File: config.mk
export PLATFORM = sky130hd
export DESIGN_NAME = fpe_flash_ctrl
export DESIGN_NICKNAME = d
export VERILOG_FILES = /design/src/fpe_pkg.sv /design/src/fpe_page_latch.sv /design/src/fpe_flash_ctrl.sv
export SDC_FILE = /design/constraint.sdc
export NUM_CORES = 2
export LEC_CHECK = 0
export BUFFER_PORTS_ARGS = -buffer_cell sky130_fd_sc_hd__buf_2
export CAP_MARGIN = 10
export CORE_MARGIN = 5
export CORE_UTILIZATION = 39
export CTS_BUF_LIST = sky130_fd_sc_hd__clkbuf_4 sky130_fd_sc_hd__clkbuf_8 sky130_fd_sc_hd__clkbuf_16
export CTS_CLUSTER_SIZE = 16
export DETAILED_ROUTE_END_ITERATION = 8
export PLACE_DENSITY_LB_ADDON = 0.15
export SYNTH_ARGS = -nofsm -noshare
export SYNTH_HDL_FRONTEND = slang
export SYNTH_HIERARCHICAL = 1
export SYNTH_SLANG_ARGS = --single-unit
File: constraint.sdc
create_clock -name I_REF_CLK -period 78.3 [get_ports I_REF_CLK]
set_input_delay 3.915 -clock I_REF_CLK [delete_from_list [all_inputs] [get_ports I_REF_CLK]]
set_output_delay 3.915 -clock I_REF_CLK [all_outputs]
set_load 0.01 [all_outputs]
File: src/fpe_pkg.sv
// Constants, register map and mode codes of the flash program/erase control.
// Assumes a CPU that reaches the registers over a plain byte-wide port.
//
// Summary of operation
// - Four modes selected by control one bits.
// - Latch address and 128 bytes, aligned start.
// - Program pulse lasts while program enable set.
// - Dummy FF write arms longword verify read.
// - Erase lasts while erase enable set.
// - Block all interrupts during program, erase, boot.
// - Pin reset or standby stops work, clears control one and low block select.
// - Write enable clear blocks program and erase.
// - Both block selects zero protect every block.
// - Bad read, exception or sleep during program or erase sets error.
// - Error keeps registers, aborts, blocks re-entry.
// - Verify modes still allowed under error.
// - Only power-on reset clears error.
// - Standby halts flash; software waits 20 us.
// - Overlay select blocks program and erase.
package fpe_pkg;

    // Register byte addresses.
    localparam logic [15:0] ADDR_RAM_OVERLAY_CONTROL = 16'hfedb;
    localparam logic [15:0] ADDR_FLASH_CONTROL_ONE = 16'hffa8;
    localparam logic [15:0] ADDR_FLASH_CONTROL_TWO = 16'hffa9;
    localparam logic [15:0] ADDR_ERASE_BLOCK_SELECT_LOW = 16'hffaa;
    localparam logic [15:0] ADDR_ERASE_BLOCK_SELECT_HIGH = 16'hffab;
    localparam logic [15:0] ADDR_FLASH_POWER_CONTROL = 16'hffac;

    // Field positions in flash_control_one.
    localparam int FC1_PROGRAM_ENABLE_BIT = 0;
    localparam int FC1_ERASE_ENABLE_BIT = 1;
    localparam int FC1_PROGRAM_VERIFY_BIT = 2;
    localparam int FC1_ERASE_VERIFY_BIT = 3;
    localparam int FC1_SOFTWARE_WRITE_ENABLE = 6;
    // Writable bits of flash_control_one; the rest read as zero.
    localparam logic [7:0] FC1_WRITE_MASK = 8'h4f;

    // Error flag position in flash_control_two.
    localparam int FC2_FLASH_ERROR_FLAG = 7;

    // Overlay select position in ram_overlay_control.
    localparam int ROC_OVERLAY_SELECT_BIT = 3;
    localparam logic [7:0] ROC_WRITE_MASK = 8'h0f;

    // Power control writable bits.
    localparam logic [7:0] FPC_WRITE_MASK = 8'h80;

    // Values after reset.
    localparam logic [7:0] RST_BYTE = 8'h00;

    // Page latch geometry.
    localparam int PAGE_BYTES = 128;
    localparam int PAGE_IDX_W = 7;
    localparam int FLASH_ADDR_W = 24;
    localparam logic [7:0] PAGE_START_LOW = 8'h00;
    localparam logic [7:0] PAGE_START_HIGH = 8'h80;

    // Verify dummy write pattern.
    localparam logic [7:0] VERIFY_DUMMY_DATA = 8'hff;
    localparam logic [1:0] VERIFY_ADDR_LOW = 2'h0;

    // Operating mode of the array.
    typedef enum logic [2:0] {
        FPE_MODE_IDLE = 3'b000,
        FPE_MODE_PROGRAM = 3'b001,
        FPE_MODE_PROG_VERIFY = 3'b010,
        FPE_MODE_ERASE = 3'b011,
        FPE_MODE_ERASE_VERIFY = 3'b100
    } fpe_mode_e;

endpackage

File: src/fpe_page_latch.sv
// Page latch: holds one program page of bytes and its start address.
// Assumes the caller gates writes so that none arrive while programming.
`timescale 1ns/1ps
module fpe_page_latch
    import fpe_pkg::*;
(
    input wire logic i_clk,
    input wire logic i_reset,
    input wire logic i_clear,
    input wire logic i_wr,
    input wire logic [FLASH_ADDR_W-1:0] i_addr,
    input wire logic [7:0] i_wdata,
    input wire logic [PAGE_IDX_W-1:0] i_rd_idx,
    output logic o_full,
    output logic [FLASH_ADDR_W-1:0] o_start,
    output logic [7:0] o_rd_data
);
    logic [7:0] mem_r [PAGE_BYTES];
    logic [PAGE_IDX_W:0] count_r, count_nxt;
    logic [FLASH_ADDR_W-1:0] start_r, start_nxt;
    logic take;
    logic [FLASH_ADDR_W-1:0] expect_addr;

    // A first byte must sit on an aligned start; later bytes must follow.
    always_comb begin
        expect_addr = start_r + FLASH_ADDR_W'(count_r);
        take = 1'b0;
        if (i_wr && !count_r[PAGE_IDX_W]) begin
            if (count_r == '0) begin
                take = (i_addr[7:0] == PAGE_START_LOW) ||
                       (i_addr[7:0] == PAGE_START_HIGH);
            end else begin
                take = (i_addr == expect_addr);
            end
        end
        count_nxt = count_r;
        start_nxt = start_r;
        if (i_clear) begin
            count_nxt = '0;
        end else if (take) begin
            count_nxt = count_r + 1'b1;
            if (count_r == '0) begin
                start_nxt = i_addr;
            end
        end
    end

    always_ff @(posedge i_clk or posedge i_reset) begin
        if (i_reset) begin
            count_r <= '0;
            start_r <= '0;
        end else begin
            count_r <= count_nxt;
            start_r <= start_nxt;
        end
    end

    // One storage byte per page entry, written at its own index.
    genvar gi;
    generate
        for (gi = 0; gi < PAGE_BYTES; gi++) begin : g_byte
            always_ff @(posedge i_clk or posedge i_reset) begin
                if (i_reset) begin
                    mem_r[gi] <= RST_BYTE;
                end else if (take &&
                             count_r[PAGE_IDX_W-1:0] == PAGE_IDX_W'(gi)) begin
                    mem_r[gi] <= i_wdata;
                end
            end
        end
    endgenerate

    assign o_full = count_r[PAGE_IDX_W];
    assign o_start = start_r;
    assign o_rd_data = mem_r[i_rd_idx];
endmodule

File: src/fpe_flash_ctrl.sv
// Top of the flash program/erase control: registers, mode decode,
// protection and error detection, page latch and verify arming.
// Assumes the CPU bus, interrupt controller and array sit outside.
`timescale 1ns/1ps
module fpe_flash_ctrl
    import fpe_pkg::*;
(
    input wire logic I_REF_CLK,
    input wire logic I_RESET,
    input wire logic I_PIN_RESET,
    input wire logic I_STANDBY,
    input wire logic [15:0] I_ADDR,
    input wire logic [7:0] I_WDATA,
    input wire logic I_WR,
    input wire logic I_RD,
    output logic [7:0] O_RDATA,
    input wire logic I_FLASH_WR,
    input wire logic [fpe_pkg::FLASH_ADDR_W-1:0] I_FLASH_ADDR,
    input wire logic [7:0] I_FLASH_WDATA,
    input wire logic I_FLASH_READ,
    input wire logic I_EXCEPTION,
    input wire logic I_SLEEP_EXEC,
    input wire logic I_BOOT_RUNNING,
    input wire logic [fpe_pkg::PAGE_IDX_W-1:0] I_PAGE_IDX,
    output logic [7:0] O_PAGE_DATA,
    output logic [fpe_pkg::FLASH_ADDR_W-1:0] O_PAGE_START,
    output logic O_PAGE_FULL,
    output logic [2:0] O_MODE,
    output logic [15:0] O_ERASE_BLOCKS,
    output logic O_VERIFY_ARMED,
    output logic [fpe_pkg::FLASH_ADDR_W-1:0] O_VERIFY_ADDR,
    output logic O_INT_BLOCK,
    output logic O_FLASH_STANDBY,
    output logic O_ERROR
);
    import fpe_pkg::*;

    logic [7:0] fc1_r, fc1_nxt;
    logic [7:0] ebl_r, ebl_nxt;
    logic [7:0] ebh_r, ebh_nxt;
    logic [7:0] roc_r, roc_nxt;
    logic [7:0] fpc_r, fpc_nxt;
    logic err_r, err_nxt;
    fpe_mode_e mode_r, mode_nxt;
    logic [7:0] rdata_r, rdata_nxt;
    logic [15:0] blocks_r, blocks_nxt;
    logic int_block_r, int_block_nxt;
    logic stby_r, stby_nxt;
    logic varm_r, varm_nxt;
    logic [FLASH_ADDR_W-1:0] vaddr_r, vaddr_nxt;
    logic [7:0] page_data_r;
    logic [FLASH_ADDR_W-1:0] page_start_r;
    logic page_full_r;
    logic init_regs, pe_allowed, busy_now, err_event, page_wr, page_clear;
    logic lat_full;
    logic [FLASH_ADDR_W-1:0] lat_start;
    logic [7:0] lat_data;
    logic [15:0] block_sel;

    // Pin reset and standby wipe control state but never the error flag.
    assign init_regs = I_PIN_RESET || I_STANDBY;
    assign busy_now = (mode_r == FPE_MODE_PROGRAM) ||
                      (mode_r == FPE_MODE_ERASE);
    assign err_event = busy_now &&
                       (I_FLASH_READ || I_EXCEPTION || I_SLEEP_EXEC);
    assign block_sel = {ebh_r, ebl_r};

    // Register next values; writes only reach writable fields.
    always_comb begin
        fc1_nxt = fc1_r;
        ebl_nxt = ebl_r;
        ebh_nxt = ebh_r;
        roc_nxt = roc_r;
        fpc_nxt = fpc_r;
        if (I_WR) begin
            unique case (I_ADDR)
                ADDR_FLASH_CONTROL_ONE: fc1_nxt = I_WDATA & FC1_WRITE_MASK;
                ADDR_ERASE_BLOCK_SELECT_LOW: ebl_nxt = I_WDATA;
                ADDR_ERASE_BLOCK_SELECT_HIGH: ebh_nxt = I_WDATA;
                ADDR_RAM_OVERLAY_CONTROL: roc_nxt = I_WDATA & ROC_WRITE_MASK;
                ADDR_FLASH_POWER_CONTROL: fpc_nxt = I_WDATA & FPC_WRITE_MASK;
                default: ;
            endcase
        end
        if (init_regs) begin
            fc1_nxt = RST_BYTE;
            ebl_nxt = RST_BYTE;
        end
        // The error flag is set by hardware only and cleared by power-on.
        err_nxt = err_r || err_event;
    end

    always_ff @(posedge I_REF_CLK or posedge I_RESET) begin
        if (I_RESET) begin
            fc1_r <= RST_BYTE;
            ebl_r <= RST_BYTE;
            ebh_r <= RST_BYTE;
            roc_r <= RST_BYTE;
            fpc_r <= RST_BYTE;
            err_r <= 1'b0;
        end else begin
            fc1_r <= fc1_nxt;
            ebl_r <= ebl_nxt;
            ebh_r <= ebh_nxt;
            roc_r <= roc_nxt;
            fpc_r <= fpc_nxt;
            err_r <= err_nxt;
        end
    end

    // Mode decode from the next register values, so an error or a cleared
    // enable drops the array out of program or erase on the next edge.
    always_comb begin
        pe_allowed = fc1_nxt[FC1_SOFTWARE_WRITE_ENABLE] &&
                     !err_nxt &&
                     !roc_nxt[ROC_OVERLAY_SELECT_BIT] &&
                     !I_STANDBY;
        mode_nxt = FPE_MODE_IDLE;
        blocks_nxt = '0;
        if (pe_allowed && fc1_nxt[FC1_PROGRAM_ENABLE_BIT]) begin
            mode_nxt = FPE_MODE_PROGRAM;
        end else if (pe_allowed && fc1_nxt[FC1_ERASE_ENABLE_BIT] &&
                     ({ebh_nxt, ebl_nxt} != '0)) begin
            mode_nxt = FPE_MODE_ERASE;
            blocks_nxt = {ebh_nxt, ebl_nxt};
        end else if (fc1_nxt[FC1_SOFTWARE_WRITE_ENABLE] && !I_STANDBY &&
                     fc1_nxt[FC1_PROGRAM_VERIFY_BIT]) begin
            mode_nxt = FPE_MODE_PROG_VERIFY;
        end else if (fc1_nxt[FC1_SOFTWARE_WRITE_ENABLE] && !I_STANDBY &&
                     fc1_nxt[FC1_ERASE_VERIFY_BIT]) begin
            mode_nxt = FPE_MODE_ERASE_VERIFY;
        end
        int_block_nxt = (mode_nxt == FPE_MODE_PROGRAM) ||
                        (mode_nxt == FPE_MODE_ERASE) ||
                        I_BOOT_RUNNING;
        stby_nxt = I_STANDBY;
    end

    always_ff @(posedge I_REF_CLK or posedge I_RESET) begin
        if (I_RESET) begin
            mode_r <= FPE_MODE_IDLE;
            blocks_r <= '0;
            int_block_r <= 1'b0;
            stby_r <= 1'b0;
        end else begin
            mode_r <= mode_nxt;
            blocks_r <= blocks_nxt;
            int_block_r <= int_block_nxt;
            stby_r <= stby_nxt;
        end
    end

    // A byte write of all ones to a longword address in a verify mode arms
    // the verify read; leaving verify disarms it.
    always_comb begin
        varm_nxt = varm_r;
        vaddr_nxt = vaddr_r;
        if ((mode_r != FPE_MODE_PROG_VERIFY) &&
            (mode_r != FPE_MODE_ERASE_VERIFY)) begin
            varm_nxt = 1'b0;
        end else if (I_FLASH_WR && (I_FLASH_WDATA == VERIFY_DUMMY_DATA) &&
                     (I_FLASH_ADDR[1:0] == VERIFY_ADDR_LOW)) begin
            varm_nxt = 1'b1;
            vaddr_nxt = I_FLASH_ADDR;
        end
    end

    always_ff @(posedge I_REF_CLK or posedge I_RESET) begin
        if (I_RESET) begin
            varm_r <= 1'b0;
            vaddr_r <= '0;
        end else begin
            varm_r <= varm_nxt;
            vaddr_r <= vaddr_nxt;
        end
    end

    // Page bytes are taken only while write enable is set and no mode runs;
    // the page empties when a programming pulse ends or on reset/standby.
    assign page_wr = I_FLASH_WR && (mode_r == FPE_MODE_IDLE) &&
                     fc1_r[FC1_SOFTWARE_WRITE_ENABLE];
    assign page_clear = init_regs || ((mode_r == FPE_MODE_PROGRAM) &&
                        (mode_nxt != FPE_MODE_PROGRAM));

    fpe_page_latch u_page (
        .i_clk(I_REF_CLK),
        .i_reset(I_RESET),
        .i_clear(page_clear),
        .i_wr(page_wr),
        .i_addr(I_FLASH_ADDR),
        .i_wdata(I_FLASH_WDATA),
        .i_rd_idx(I_PAGE_IDX),
        .o_full(lat_full),
        .o_start(lat_start),
        .o_rd_data(lat_data)
    );

    // Read data mux; unmapped addresses and idle cycles return zero.
    always_comb begin
        rdata_nxt = 8'h00;
        if (I_RD) begin
            unique case (I_ADDR)
                ADDR_FLASH_CONTROL_ONE: rdata_nxt = fc1_r;
                ADDR_FLASH_CONTROL_TWO:
                    rdata_nxt = {err_r, 7'h00};
                ADDR_ERASE_BLOCK_SELECT_LOW: rdata_nxt = ebl_r;
                ADDR_ERASE_BLOCK_SELECT_HIGH: rdata_nxt = ebh_r;
                ADDR_RAM_OVERLAY_CONTROL: rdata_nxt = roc_r;
                ADDR_FLASH_POWER_CONTROL: rdata_nxt = fpc_r;
                default: rdata_nxt = 8'h00;
            endcase
        end
    end

    always_ff @(posedge I_REF_CLK or posedge I_RESET) begin
        if (I_RESET) begin
            rdata_r <= 8'h00;
            page_data_r <= 8'h00;
            page_start_r <= '0;
            page_full_r <= 1'b0;
        end else begin
            rdata_r <= rdata_nxt;
            page_data_r <= lat_data;
            page_start_r <= lat_start;
            page_full_r <= lat_full;
        end
    end

    assign O_RDATA = rdata_r;
    assign O_PAGE_DATA = page_data_r;
    assign O_PAGE_START = page_start_r;
    assign O_PAGE_FULL = page_full_r;
    assign O_MODE = mode_r;
    assign O_ERASE_BLOCKS = blocks_r;
    assign O_VERIFY_ARMED = varm_r;
    assign O_VERIFY_ADDR = vaddr_r;
    assign O_INT_BLOCK = int_block_r;
    assign O_FLASH_STANDBY = stby_r;
    assign O_ERROR = err_r;
endmodule

==> results.cfg <==
[timing]
final-hold-violation-count = 0
setup_violations = 0
period_share_pct = 10.01
worst_slew_pin_slew_ns = 1.212
fin_tns_setup_ns = 0
clock_skew_ns = 0.02936
final.min_clock_period_ns = 7.835
slew_headroom_pct = 18.96
slew_violations = 0
maxClockFrequency_mhz = 127.6
grt_setup_unrepaired = no

[cells_and_area]
area_delta_synth_final_pct = 12.89
finish.instance_area_um2 = 61120
drive_gt1_share_pct = 49.21
nets = 3595

[drt]
routedWlPerCell_um = 26.69
drtAntennaViolNets = 0
drc = 0
initialDrtViolationCount = 1836
viasPerCell = 5.690
via_count = 30760
first_pass_iters = 5
routed_wl_mm = 144.3

[pwr]
p_comb_share_pct = 3.7
vdd.ir_drop.worst_mv = 0.01846
sw_frac_of_total_pct = 22.56
power.leakage_nw = 30.04
power.density_cell_area_nw_per_um2 = 21.14
clkPwrFrac_pct = 49.5
p_int_w = 0.001001
p_switching_w = 0.0002915
power_frac_seq_pct = 46.8

[worst_setup_path]
worst-path-buf-inv = 2
startpoint_type = input pin
cp-startpoint = I_FLASH_WR
worst_path_largest_cell_delay_ns = 0.96
cp_cell_sequence = buf_2 > and4b_1 > nand2b_1 > or4_1 > nor4_1 > nand4_1 > nor4_4 > buf_4 > nand3_1 > or3_1 > mux2_2
cp.arrival_ns = 8.47
critPathRequiredTime_ns = 78.94
cp_top_family = simple AND/OR/NAND/NOR gates
critPathSlowestCell = nand3_1
critical_path_class = input pin to register
r2r_setup_slack_ns = 72.64
timing.rr.start = u_page/count_r[0]
cp_max_fo = 43
end_kind = register

[clock_tree]
cts_resized = 0
cts_tree = built
clk_pin_slew_ns = 0.05
cts-root-buf = clkbuf_16
insertion_delay_ns = 0.76
clock_sinks = 1170
hold_buffers = 0
post_cts.repair.setup_buffers = 0
clockBufferDepth = 3
cts_htree_levels = 4
cts_made_buffers = 135

[placed_design]
place_area_um2 = 56580
port_buffers = 161
dp_hpwl_mm = 89.22
gp_congestion = 0.7825

[yosys]
synth-main-ff-cell = dfrtp_1
synthesis.instances = 3428
syn-num-nets = 3515
synth_edf_count = 0
synth.distinct_cells = 83
syn-cell-area_um2 = 54140
synth_seq_cells = 1170
synthArstFlopShare_pct = 100.0
yosys_warnings = 6
avgSynthCellArea_um2 = 15.79
synth-seq-area-share_pct = 54.08

[floorplanning]
initial_core_util_pct = 39.33
design.die.area_um2 = 146400
die_w_um = 382.6
coreArea_um2 = 137700
die_y_um = 382.6
fp-row-count = 136
io-pin-count = 162

[global_routing]
grt-ovfl-total = 0
grt.total_usage_pct = 19.92
antenna_found_initial = 7
grt_max_degree = 182
grt_pass1_vias = 32260
grt_pass1_wl_mm = 221.0

[min_path]
hp-class = register to register
hold_start = u_page/o_start[4]

[flow_run]
max_cap_viol_count = 0

[outcome]
status = completed
[synthesized netlist by cell type, types with 9 or more instances]
library cell	instances	area share (%)
buf_1	41	0.28
nand2_1	68	0.47
nand4_2	32	0.74
nor2_1	72	0.50
dfrtp_1	1170	54
clkbuf_1	190	1.3
xor2_1	11	0.18
nand4_1	64	0.74
mux2_1	187	3.9
nand2b_1	9	0.10
a21oi_1	24	0.22
xnor2_1	19	0.31
nor2b_1	14	0.16
and4_1	11	0.18
nor3b_1	9	0.12
ha_1	12	0.28
buf_4	9	0.12
nor3_1	16	0.15
nand3_1	28	0.26
nand2_2	21	0.24
mux4_2	336	14
nor4_1	15	0.17
mux2i_1	15	0.28
buf_2	20	0.18
mux2_2	890	19
[power groups by stage]
stage               combinational, W  clock [W]  sequential (W)
detailed placement         0.0000500          0        0.000616
global route               0.0000532   0.000682        0.000604
floorplan                  0.0000315          0        0.000617
global placement           0.0000500          0        0.000616
CTS                        0.0000501   0.000660        0.000605
finish                     0.0000479   0.000639        0.000605
[worst register-to-register path: cells and delay by family (launching register included)]
| family | cells | cell delay, ns |
|---|---|---|
| muxes | 1 | 0.35 |
| xor gates and xnor gates | 2 | 0.34 |
| buffers and inverters | 1 | 0.51 |
| and+or+nand+nor | 6 | 3.17 |
| DFF | 1 | 0.50 |
| adders and majority gates | 2 | 0.69 |
[cells by family (layout without fill, tap and decap cells)]
group / Yosys count / after routing / synth area share, %
AO/OA/AOI/OAI: 98 / 98 / 1.391
other: 0 / 1 / 0
multiplexers: 1429 / 1429 / 36.69
AND/OR/NAND/NOR: 419 / 419 / 5.038
adder cells (fa/ha/maj): 13 / 13 / 0.3143
buffers and inverters: 269 / 452 / 2.001
flip-flops: 1170 / 1170 / 54.08
XOR/XNOR: 30 / 30 / 0.4853
[path summary, 6_finish.rpt]
| check | endpoint | cells past startpoint |
|---|---|---|
| worst max-delay path | u_page/mem_r[514] | 11 |
| worst min register to register | O_PAGE_START[4] | 0 |
| worst max register to register | u_page/mem_r[514] | 12 |
| worst min-delay path | O_PAGE_START[4] | 0 |
| max in group asynchronous | u_page/mem_r[545] | 6 |
| min in group asynchronous | O_ERASE_BLOCKS[5] | 2 |
[layout make-up]
cell class / count / area [um2]
fill: 12210 / 76540
multi-input combinational: 1989 / 23800
antenna: 1 / 2.502
tap: 1794 / 2245
clock buffer: 205 / 4165
inverter: 7 / 38.79
timing repair buffer: 205 / 1219
clock inverter: 35 / 370.4
sequential: 1170 / 29280
[registers in the layout, summed over array words and instances, names as in the netlist]
register	count
O_PAGE_START	24
u_page/count_r	8
O_FLASH_STANDBY	1
O_PAGE_FULL	1
ebh_r	8
O_VERIFY_ADDR	24
roc_r	4
O_ERASE_BLOCKS	16
O_ERROR	1
O_PAGE_DATA	8
u_page/o_start	24
O_INT_BLOCK	1
ebl_r	8
fc1_r	5
O_MODE	3
O_RDATA	8
fpc_r	1
O_VERIFY_ARMED	1
u_page/mem_r	1024
[layer usage]
layer | GRT usage (%) | routed length [um]
met1 | 28.66 | 66370
met5 | 0 | 0
met3 | 3.481 | 6260
met2 | 31.71 | 68870
met4 | 4.707 | 2762
[cell usage in the layout (no fill, tap or decap), types with 7 or more instances in the layout]
cell type | synthesis | layout
dfrtp_1 | 1170 | 1170
clkbuf_4 | 0 | 39
inv_6 | 0 | 8
a21oi_1 | 24 | 24
nor3_1 | 16 | 15
nand4_1 | 64 | 64
mux4_2 | 336 | 336
buf_2 | 20 | 149
nor4_2 | 7 | 7
nor3b_1 | 9 | 9
ha_1 | 12 | 9
nand2_1 | 68 | 68
mux2_1 | 187 | 187
xor2_1 | 11 | 11
nand2_2 | 21 | 21
clkinv_2 | 0 | 15
clkbuf_16 | 0 | 141
clkbuf_8 | 0 | 25
nor2b_1 | 14 | 14
a21boi_2 | 7 | 7
a21o_1 | 7 | 7
mux2i_1 | 15 | 15
buf_4 | 9 | 51
and4_1 | 11 | 10
nand2b_1 | 9 | 9
nand4_2 | 32 | 32
mux2_2 | 890 | 890
xnor2_1 | 19 | 19
nor4_1 | 15 | 15
nor2_1 | 72 | 71
nand3_1 | 28 | 28
[through the flow]
stage	hold WS (ns)	instances	total power (W)	setup slack [ns]	util, %
floorplan	0.3487	3428	0.0006484	44.66	-
global placement	0.3894	5165	0.0006658	69.72	41.10
detailed placement	0.3895	5165	0.0006658	69.68	41.10
CTS	0.4084	5405	0.001315	70.51	44.40
global route	0.4202	5405	0.001340	70.30	44.40
finish	0.4094	5406	0.001292	70.46	44.40
Note: power is estimated with default switching activity, not from simulation.
